===== config.mk =====
export PLATFORM = sky130hd
export DESIGN_NAME = pof_filter
export DESIGN_NICKNAME = d
export VERILOG_FILES = /design/src/dummy_unused_none.sv /design/src/pof_pkg.sv /design/src/pof_hold_timer.sv /design/src/pof_filter.sv
export SDC_FILE = /design/constraint.sdc
export NUM_CORES = 1
export LEC_CHECK = 0
export BUFFER_PORTS_ARGS = -buffer_cell sky130_fd_sc_hd__buf_2
export CAP_MARGIN = 15
export CORE_UTILIZATION = 45
export DETAILED_ROUTE_END_ITERATION = 8
export PLACE_DENSITY = 0.61
export SLEW_MARGIN = 30
export SYNTH_ARGS = -nofsm -noshare
export SYNTH_HDL_FRONTEND = slang
export SYNTH_SLANG_ARGS = --single-unit
export TNS_END_PERCENT = 20

===== constraint.sdc =====
create_clock -name sys_clk_i -period 3.78 [get_ports sys_clk_i]
set_input_delay 0.189 -clock sys_clk_i [delete_from_list [all_inputs] [get_ports sys_clk_i]]
set_output_delay 0.189 -clock sys_clk_i [all_outputs]
set_load 0.005 [all_outputs]

===== src/dummy_unused_none.sv =====
// Spare source slot: holds no logic.
// Assumes nothing of its surroundings.
`timescale 1ns/1ns
`default_nettype none
`default_nettype wire


===== src/pof_pkg.sv =====
// Constants and types shared by the position offset filter.
// Assumes a 50 MHz system clock and binary-coded position values.
package pof_pkg;
	localparam int CLK_PERIOD_NS = 20;
	localparam int LATCH_HOLD_MS = 5;
	localparam int LATCH_HOLD_CYC = (LATCH_HOLD_MS * 1000000 + CLK_PERIOD_NS - 1) / CLK_PERIOD_NS;
	localparam int POS_W = 8;
	localparam logic [7:0] OFFSET_MIN = 8'h01;
	localparam logic [7:0] OFFSET_SPAN_TOP = 8'h60;
	localparam logic [7:0] OFFSET_RESET = 8'h01;
	localparam logic [7:0] LOCAL_POS_RESET = 8'h01;
	localparam logic [7:0] CMD_CH0 = 8'h53;
	localparam logic [7:0] CMD_CH1 = 8'h4f;
	localparam logic [7:0] CMD_END = 8'h0d;
	localparam logic [7:0] DIGIT_ZERO = 8'h30;
	localparam logic [7:0] DIGIT_NINE = 8'h39;
	localparam logic [7:0] VALUE_SAT = 8'hff;
	localparam logic [7:0] DECIMAL_TEN = 8'h0a;
	typedef enum logic [1:0] {PARSE_IDLE, PARSE_CH1, PARSE_DIGITS} pof_parse_type;
	typedef enum logic [0:0] {MOVE_IDLE, MOVE_RUN} pof_move_type;
endpackage


===== src/pof_hold_timer.sv =====
// Latch strobe qualifier: fires once after the strobe fell and stayed low.
// Assumes a strobe synchronous to the system clock.
`timescale 1ns/1ns
`default_nettype none
module pof_hold_timer #(
	parameter int HOLD_CYC = pof_pkg::LATCH_HOLD_CYC
) (
	input wire logic sys_clk_i,
	input wire logic rst_i,
	input wire logic ce_i,
	input wire logic strobe_n_i,
	output logic fire_o
);
	typedef struct packed {
		logic prev;
		logic armed;
		logic [31:0] count;
		logic fire;
	} pof_hold_type;

	pof_hold_type s_q;
	pof_hold_type s_d;

	////////////////////////////////////////////////////////////////
	always_comb begin
		s_d = s_q;
		s_d.fire = 1'b0;
		s_d.prev = strobe_n_i;
		if (strobe_n_i) begin
			s_d.armed = 1'b0;
			s_d.count = '0;
		end else if (s_q.prev) begin
			s_d.armed = 1'b1;
			s_d.count = 32'h00000001;
		end else if (s_q.armed) begin
			if (s_q.count >= 32'(HOLD_CYC)) begin
				s_d.fire = 1'b1;
				s_d.armed = 1'b0;
			end else begin
				s_d.count = s_q.count + 32'h00000001;
			end
		end
	end

	always_ff @(posedge sys_clk_i) begin
		if (rst_i) begin
			s_q <= '{prev: 1'b1, armed: 1'b0, count: '0, fire: 1'b0};
		end else if (ce_i) begin
			s_q <= s_d;
		end
	end

	assign fire_o = s_q.fire;
endmodule
`default_nettype wire


===== src/pof_filter.sv =====
// Position window filter: offset command parser, request sampling and move control.
// Assumes a drive that reports motion completion with a one-cycle pulse.
//
// Notes on behaviour
// - Offset accepted only from 1 to 96 minus position count; else rejected.
// - Act only on positions from offset to offset plus count minus one.
// - Offset resets to 1, so ten positions answer requests 1 to 10.
// - Serial offset command is the two mnemonic letters, decimal digits, carriage return.
// - Auto-latch samples parallel inputs on any change, no strobe needed.
// - Latch falling and held low 5 ms samples inputs and attempts move; the latch is ignored while auto-latch is on.
// - Request for occupied position flags error; next successful move clears it.
// - Current-position outputs refresh only after motion completes without error.
`timescale 1ns/1ns
`default_nettype none
module pof_filter #(
	parameter int LATCH_HOLD_CYC = pof_pkg::LATCH_HOLD_CYC
) (
	input wire logic sys_clk_i,
	input wire logic rst_i,
	input wire logic ce_i,
	input wire logic [7:0] position_count_i,
	input wire logic auto_latch_i,
	input wire logic latch_n_i,
	input wire logic [7:0] pos_in_i,
	input wire logic [7:0] cmd_byte_i,
	input wire logic cmd_valid_i,
	input wire logic motor_done_i,
	output logic [7:0] offset_o,
	output logic offset_rej_o,
	output logic move_start_o,
	output logic [7:0] move_target_o,
	output logic motor_run_n_o,
	output logic error_n_o,
	output logic [7:0] cur_pos_o
);
	typedef struct packed {
		pof_pkg::pof_parse_type parse;
		logic [7:0] value;
		logic has_digit;
		logic [7:0] offset;
		logic offset_rej;
		logic [7:0] last_in;
		logic auto_prev;
		pof_pkg::pof_move_type move;
		logic move_start;
		logic [7:0] target;
		logic [7:0] local_pos;
		logic err_n;
		logic run_n;
		logic [7:0] cur_pos;
	} pof_state_type;

	pof_state_type s_q;
	pof_state_type s_d;
	logic latch_fire;
	logic take_req;

	////////////////////////////////////////////////////////////////
	pof_hold_timer #(
		.HOLD_CYC(LATCH_HOLD_CYC)
	) u_hold (
		.sys_clk_i(sys_clk_i),
		.rst_i(rst_i),
		.ce_i(ce_i),
		.strobe_n_i(latch_n_i),
		.fire_o(latch_fire)
	);

	function automatic logic in_window(input logic [7:0] pos, input logic [7:0] off,
			input logic [7:0] cnt);
		logic [8:0] top;
		top = {1'b0, off} + {1'b0, cnt} - 9'h001;
		in_window = (cnt != 8'h00) && (pos >= off) && ({1'b0, pos} <= top);
	endfunction

	function automatic logic [7:0] dec_step(input logic [7:0] acc, input logic [7:0] ch);
		logic [11:0] sum;
		sum = {4'h0, acc} * {4'h0, pof_pkg::DECIMAL_TEN} + {4'h0, ch - pof_pkg::DIGIT_ZERO};
		dec_step = (sum > {4'h0, pof_pkg::VALUE_SAT}) ? pof_pkg::VALUE_SAT : sum[7:0];
	endfunction

	////////////////////////////////////////////////////////////////
	always_comb begin
		s_d = s_q;
		s_d.offset_rej = 1'b0;
		s_d.move_start = 1'b0;
		take_req = 1'b0;
		s_d.last_in = pos_in_i;
		s_d.auto_prev = auto_latch_i;
		if (cmd_valid_i) begin
			case (s_q.parse)
				pof_pkg::PARSE_IDLE: begin
					if (cmd_byte_i == pof_pkg::CMD_CH0) begin
						s_d.parse = pof_pkg::PARSE_CH1;
					end
				end
				pof_pkg::PARSE_CH1: begin
					s_d.value = 8'h00;
					s_d.has_digit = 1'b0;
					s_d.parse = (cmd_byte_i == pof_pkg::CMD_CH1) ? pof_pkg::PARSE_DIGITS
						: pof_pkg::PARSE_IDLE;
				end
				pof_pkg::PARSE_DIGITS: begin
					if (cmd_byte_i >= pof_pkg::DIGIT_ZERO && cmd_byte_i <= pof_pkg::DIGIT_NINE) begin
						s_d.value = dec_step(s_q.value, cmd_byte_i);
						s_d.has_digit = 1'b1;
					end else begin
						s_d.parse = pof_pkg::PARSE_IDLE;
						if (cmd_byte_i == pof_pkg::CMD_END && s_q.has_digit
								&& s_q.value >= pof_pkg::OFFSET_MIN
								&& {1'b0, s_q.value} + {1'b0, position_count_i}
								<= {1'b0, pof_pkg::OFFSET_SPAN_TOP}) begin
							s_d.offset = s_q.value;
						end else begin
							s_d.offset_rej = 1'b1;
						end
					end
				end
				default: begin
					s_d.parse = pof_pkg::PARSE_IDLE;
				end
			endcase
		end
		if (auto_latch_i) begin
			take_req = (pos_in_i != s_q.last_in) || !s_q.auto_prev;
		end else begin
			take_req = latch_fire;
		end
		case (s_q.move)
			pof_pkg::MOVE_IDLE: begin
				if (take_req && in_window(pos_in_i, s_q.offset, position_count_i)) begin
					if (8'(pos_in_i - s_q.offset + 8'h01) == s_q.local_pos) begin
						s_d.err_n = 1'b0;
					end else begin
						s_d.target = 8'(pos_in_i - s_q.offset + 8'h01);
						s_d.move_start = 1'b1;
						s_d.move = pof_pkg::MOVE_RUN;
						s_d.run_n = 1'b0;
					end
				end
			end
			pof_pkg::MOVE_RUN: begin
				// Requests during motion are dropped; the drive owns the shaft
				if (motor_done_i) begin
					s_d.move = pof_pkg::MOVE_IDLE;
					s_d.local_pos = s_q.target;
					s_d.run_n = 1'b1;
					s_d.err_n = 1'b1;
					s_d.cur_pos = 8'(s_q.target + s_q.offset - 8'h01);
				end
			end
			default: begin
				s_d.move = pof_pkg::MOVE_IDLE;
				s_d.run_n = 1'b1;
			end
		endcase
	end

	always_ff @(posedge sys_clk_i) begin
		if (rst_i) begin
			s_q <= '0;
			s_q.parse <= pof_pkg::PARSE_IDLE;
			s_q.move <= pof_pkg::MOVE_IDLE;
			s_q.offset <= pof_pkg::OFFSET_RESET;
			s_q.local_pos <= pof_pkg::LOCAL_POS_RESET;
			s_q.cur_pos <= pof_pkg::OFFSET_RESET;
			// Both indications idle high out of reset
			s_q.err_n <= 1'b1;
			s_q.run_n <= 1'b1;
		end else if (ce_i) begin
			s_q <= s_d;
		end
	end

	assign offset_o = s_q.offset;
	assign offset_rej_o = s_q.offset_rej;
	assign move_start_o = s_q.move_start;
	assign move_target_o = s_q.target;
	assign motor_run_n_o = s_q.run_n;
	assign error_n_o = s_q.err_n;
	assign cur_pos_o = s_q.cur_pos;
endmodule
`default_nettype wire


==> impl_summary.md <==
Timing
Setup repair after global routing could not meet its margin everywhere. After layout, the worst setup slack is between 0.02 and 0.025 ns. The number of endpoints with negative hold slack in the final report is 0.

The max-slew violation count was 0. The share of the clock period used by the worst path is 99.45%. The pin slew with the least headroom to its limit is around 0.74 ns. The worst hold slack is 0.1134 ns. The final number of setup-violating endpoints is 0. The time the worst path needs with I/O delays and setup is 3.759 ns. The worst pin sits at a relative slew slack of 50.59%.

The highest achievable clock rate is approximately 270 MHz. The final clock skew is about 0.0060 ns.

Clocking
The count of clock tree sinks is 92. The TritonCTS clock tree is done. The clock tree buffer depth is 2.

The clock network latency to the later pin of the worst-skew pair is approximately 0.36 ns. The number of CTS-inserted buffers is 9. The library cell used as clock root buffer is sky130_fd_sc_hd__clkbuf_16. The CTS clock-pin slew for the worst setup and hold paths is 0.07 ns. The H-tree was split into 3 levels.

Yosys
The number of synthesized flops with an enable pin is 0. In the post-synthesis netlist, the cell with the most instances is sky130_fd_sc_hd__dfxtp_1. After synthesis, the most frequently instantiated cells are 92 x sky130_fd_sc_hd__dfxtp_1, 91 x sky130_fd_sc_hd__inv_1, 86 x sky130_fd_sc_hd__nand2_1. For this run, asynchronously set or reset flops after synthesis account for 0%. Synthesis instantiated 68 different standard cells from the library.

After synthesis, the largest area contributor takes up between 20 and 30% of total cell area. In this run, synthesis produced a sequential element count of 92. The adder-cell share of the synthesized area is approximately 18%.

The area share of xor/xnor cells in the synthesized design is 5.362%. After synthesis, the cell types taking the most area are sky130_fd_sc_hd__dfxtp_1 28%, sky130_fd_sc_hd__ha_1 16%, sky130_fd_sc_hd__inv_1 5.1%. Summing the areas of all and, or, nand and nor instances in the mapped netlist gives 20.09% of the synthesized area. The multiplexer share of the synthesized area is 2.915%. Summing the areas of all compound-gate instances in the mapped netlist gives 16.50% of the synthesized area. The main combinational cell family by area after synthesis is simple AND/OR/NAND/NOR gates.

The total nets after synthesis is around 940. The most used flip-flop cell after synthesis is sky130_fd_sc_hd__dfxtp_1. For this run, the number of Yosys warnings is 0. A synthesized cell averages 8.247 sq um. The sequential cell area fraction in the yosys report is between 20 and 30%. The leading area contributor after synthesis is sky130_fd_sc_hd__dfxtp_1.

The cell count after synthesis came out at approximately 810. The area of the mapped netlist is about 6700 sq um.

Global route
The first global-routing pass estimated 26310 microns of wire. The most utilized layer in the global route result is met2. The global-route met2 utilization is 34.55%. The global route total overflow is 0. The largest net degree at the start of global routing is 55.

The number of antenna violations at the first check in global routing is 0. The overall track demand over capacity in global routing is 22.33%. The number of global-route vias before repair is 5319. Global routing consumed, on the met1 layer, 31.01% of the routing resources. The met3 track demand over resource is 4.762%.

Floorplanning
In this run the horizontal extent of the chip is 124.0 microns. In this run the standard cell core region covers 14530 sq um. The chip height is 124.0 microns. Once the floorplan was initialized, standard cells occupied a little under half of the core. The floorplan has 44 rows.

The total die area is ~15000 sq um. The number of primary I/O pins is 59.

Worst setup path
The total buffers and inverters traversed by the critical path is 3. The critical path's largest stage delay is 0.34 ns. At the worst endpoint, the arrival time is 4.00 ns.

The signal on the critical path passes through inv_2, ha_4, inv_2, ha_4, fa_2, a21o_1, a21oi_2, nor2_1, o21ai_1, nand2b_1, xnor2_1, ha_1, nand3_1, or2_4, a21oi_1, o32a_1, a211oi_2, buf_4, o41a_1, mux2_4. The cell type of the slowest stage on the worst timing path is sky130_fd_sc_hd__fa_2. The critical path is of the flop to flop type. STA classifies the critical path startpoint as a flop. The critical path data required time is approximately 4.0 ns. Along the worst path, the maximum fanout reaches 2.

In this design, the largest share of critical-path delay is due to compound AO/OA/AOI/OAI gates. The kind of capture point of the worst setup path is a flop.

Finish
The post-route netlist has 13.50% of its cells at a drive strength greater than 1. The number of nets in the layout is 978. The total inserted antenna cells is 0.

The count of cells in the finished layout, fillers not included, comes to 1043. From synthesis to final layout, the design area changed by 11.27%. The fraction of the core area covered by cells at the end of the flow is about 51%.

Placed design
The routability-driven placement congestion ratio is 0.8865. The total placed cells including tap cells is between 1000 and 1500. The worst setup slack before clock tree synthesis is -0.08207 ns. The HPWL after detailed placement is 12900 microns. During placement, the flow inserted port buffers numbering 58.

Routing
The detailed-route vias per instance is 5.510. The first TritonRoute pass finished after 5 iterations. After detailed routing, the average wire length per cell comes to ~16 microns. After the first detailed-routing iteration, the DRC count stood at 440. The total wire length after detailed routing is approximately 16000 microns. The DRC violation count after routing is 0. Summing over every cut layer, the via total after detailed routing is 5747. The number of nets with antenna violations after detailed routing is 0.

Job
Across the run, the number of max-cap violations was 0.

Power and ir drop
The total power divided by cell area is 323.0 nW/um^2. The cell leakage power is between 3 and 4 nW. VDD sags by at most about 0.22 mV.

Outcome
The run finished with clean final reports.

Min path
The worst hold path belongs to the class primary input to flop.
[cells by family after synthesis]
group,Yosys count
fa+ha+maj,93
xor+xnor,41
flops,92
simple gates,261
mux,19
compound gates,169
buf+inv,137
[worst min-delay path: stages]
cell                      delay [ns]
sky130_fd_sc_hd__buf_2          0.10
sky130_fd_sc_hd__mux2i_1        0.06
sky130_fd_sc_hd__nor2_1         0.08
[metrics by stage]
step / cell area [sq um] / TNS [ns] / power [mW]
4_1_cts: 7397 / 0 / 2.423
3_5_place_dp: 7063 / -0.4098 / 1.461
5_1_grt: 7451 / -0.9868 / 2.531
2_1_floorplan: 6708 / 0 / 1.345
3_3_place_gp: 7063 / 0 / 1.448
6_report: 7451 / 0 / 2.407
[report_power, final]
group	switching (mW)	internal, mW	total [mW]
combinational	0.249	0.195	0.444
clock	0.424	0.531	0.955
sequential	0.0190	0.988	1.01
[flip-flops by register name (all words and copies together), names as in the netlist]
register,cells
offset_o,8
move_target_o,8
error_n_o,1
u_hold.fire_o,1
cur_pos_o,8
move_start_o,1
u_hold.s_q,34
offset_rej_o,1
motor_run_n_o,1
s_q,29
[per-layer routing]
metal,part of all wire [%],vias to the layer above
met5,0,-
met4,1.7,0
met3,4.0,21
met2,44,111
met1,50,2727
li1,-,2888
[worst paths after layout]
check / slack (ns) / cells past startpoint / to / from
worst min-delay path: 0.11 / 3 / s_q[28]$_SDFFE_PP0P_ / auto_latch_i
worst max-delay path: 0.02 / 20 / move_target_o[3]$_SDFFE_PP0P_ / offset_o[1]$_SDFFE_PP0P_
worst max register to register: 0.02 / 20 / move_target_o[3]$_SDFFE_PP0P_ / offset_o[1]$_SDFFE_PP0P_
worst min register to register: 0.45 / 2 / cur_pos_o[5]$_SDFFE_PP0P_ / cur_pos_o[5]$_SDFFE_PP0P_
[cells in the final DEF, fill, tap and decap left out, types with 3 or more instances in the layout]
cell type | Yosys | routed
sky130_fd_sc_hd__a21o_1 | 11 | 11
sky130_fd_sc_hd__a21oi_1 | 64 | 62
sky130_fd_sc_hd__a21oi_2 | 1 | 3
sky130_fd_sc_hd__a221oi_1 | 8 | 8
sky130_fd_sc_hd__and2_1 | 17 | 17
sky130_fd_sc_hd__and3_1 | 10 | 10
sky130_fd_sc_hd__buf_2 | 3 | 58
sky130_fd_sc_hd__buf_4 | 25 | 17
sky130_fd_sc_hd__clkbuf_16 | 0 | 9
sky130_fd_sc_hd__dfxtp_1 | 92 | 91
sky130_fd_sc_hd__fa_1 | 9 | 8
sky130_fd_sc_hd__ha_1 | 84 | 81
sky130_fd_sc_hd__ha_4 | 0 | 3
sky130_fd_sc_hd__inv_1 | 91 | 88
sky130_fd_sc_hd__inv_2 | 0 | 3
sky130_fd_sc_hd__inv_6 | 0 | 3
sky130_fd_sc_hd__mux2i_1 | 18 | 18
sky130_fd_sc_hd__nand2_1 | 86 | 86
sky130_fd_sc_hd__nand2b_1 | 6 | 6
sky130_fd_sc_hd__nand3_1 | 21 | 21
sky130_fd_sc_hd__nand3b_1 | 3 | 3
sky130_fd_sc_hd__nand4_1 | 7 | 7
sky130_fd_sc_hd__nand4b_1 | 8 | 8
sky130_fd_sc_hd__nor2_1 | 39 | 39
sky130_fd_sc_hd__nor2b_1 | 10 | 10
sky130_fd_sc_hd__nor3_1 | 14 | 14
sky130_fd_sc_hd__nor3b_1 | 6 | 6
sky130_fd_sc_hd__nor4_1 | 9 | 9
sky130_fd_sc_hd__o211ai_1 | 4 | 4
sky130_fd_sc_hd__o21a_1 | 7 | 7
sky130_fd_sc_hd__o21ai_0 | 29 | 28
sky130_fd_sc_hd__o21ai_1 | 2 | 3
sky130_fd_sc_hd__o21bai_1 | 5 | 5
sky130_fd_sc_hd__o31ai_1 | 9 | 9
sky130_fd_sc_hd__or3_1 | 11 | 11
sky130_fd_sc_hd__or3b_2 | 3 | 3
sky130_fd_sc_hd__or4_1 | 4 | 4
sky130_fd_sc_hd__xnor2_1 | 21 | 21
sky130_fd_sc_hd__xor2_1 | 20 | 20
[final cells by class]
class	count	area, sq um
repair buffers	76	429.2
clock inverters	7	92.59
fillers	1442	7083
well taps	184	230.2
multi-input cells	583	4285
clock buffers	9	225.2
flip-flops and latches	92	1843
inverters	92	345.3
[what timing repair did]
item,in CTS,in global routing
hold buffers,0,0
setup buffers,1,2
setup endpoints to repair,6,12
pin swaps,1,1
resized for setup,4,8
Note: power is estimated with default switching activity, not from simulation.
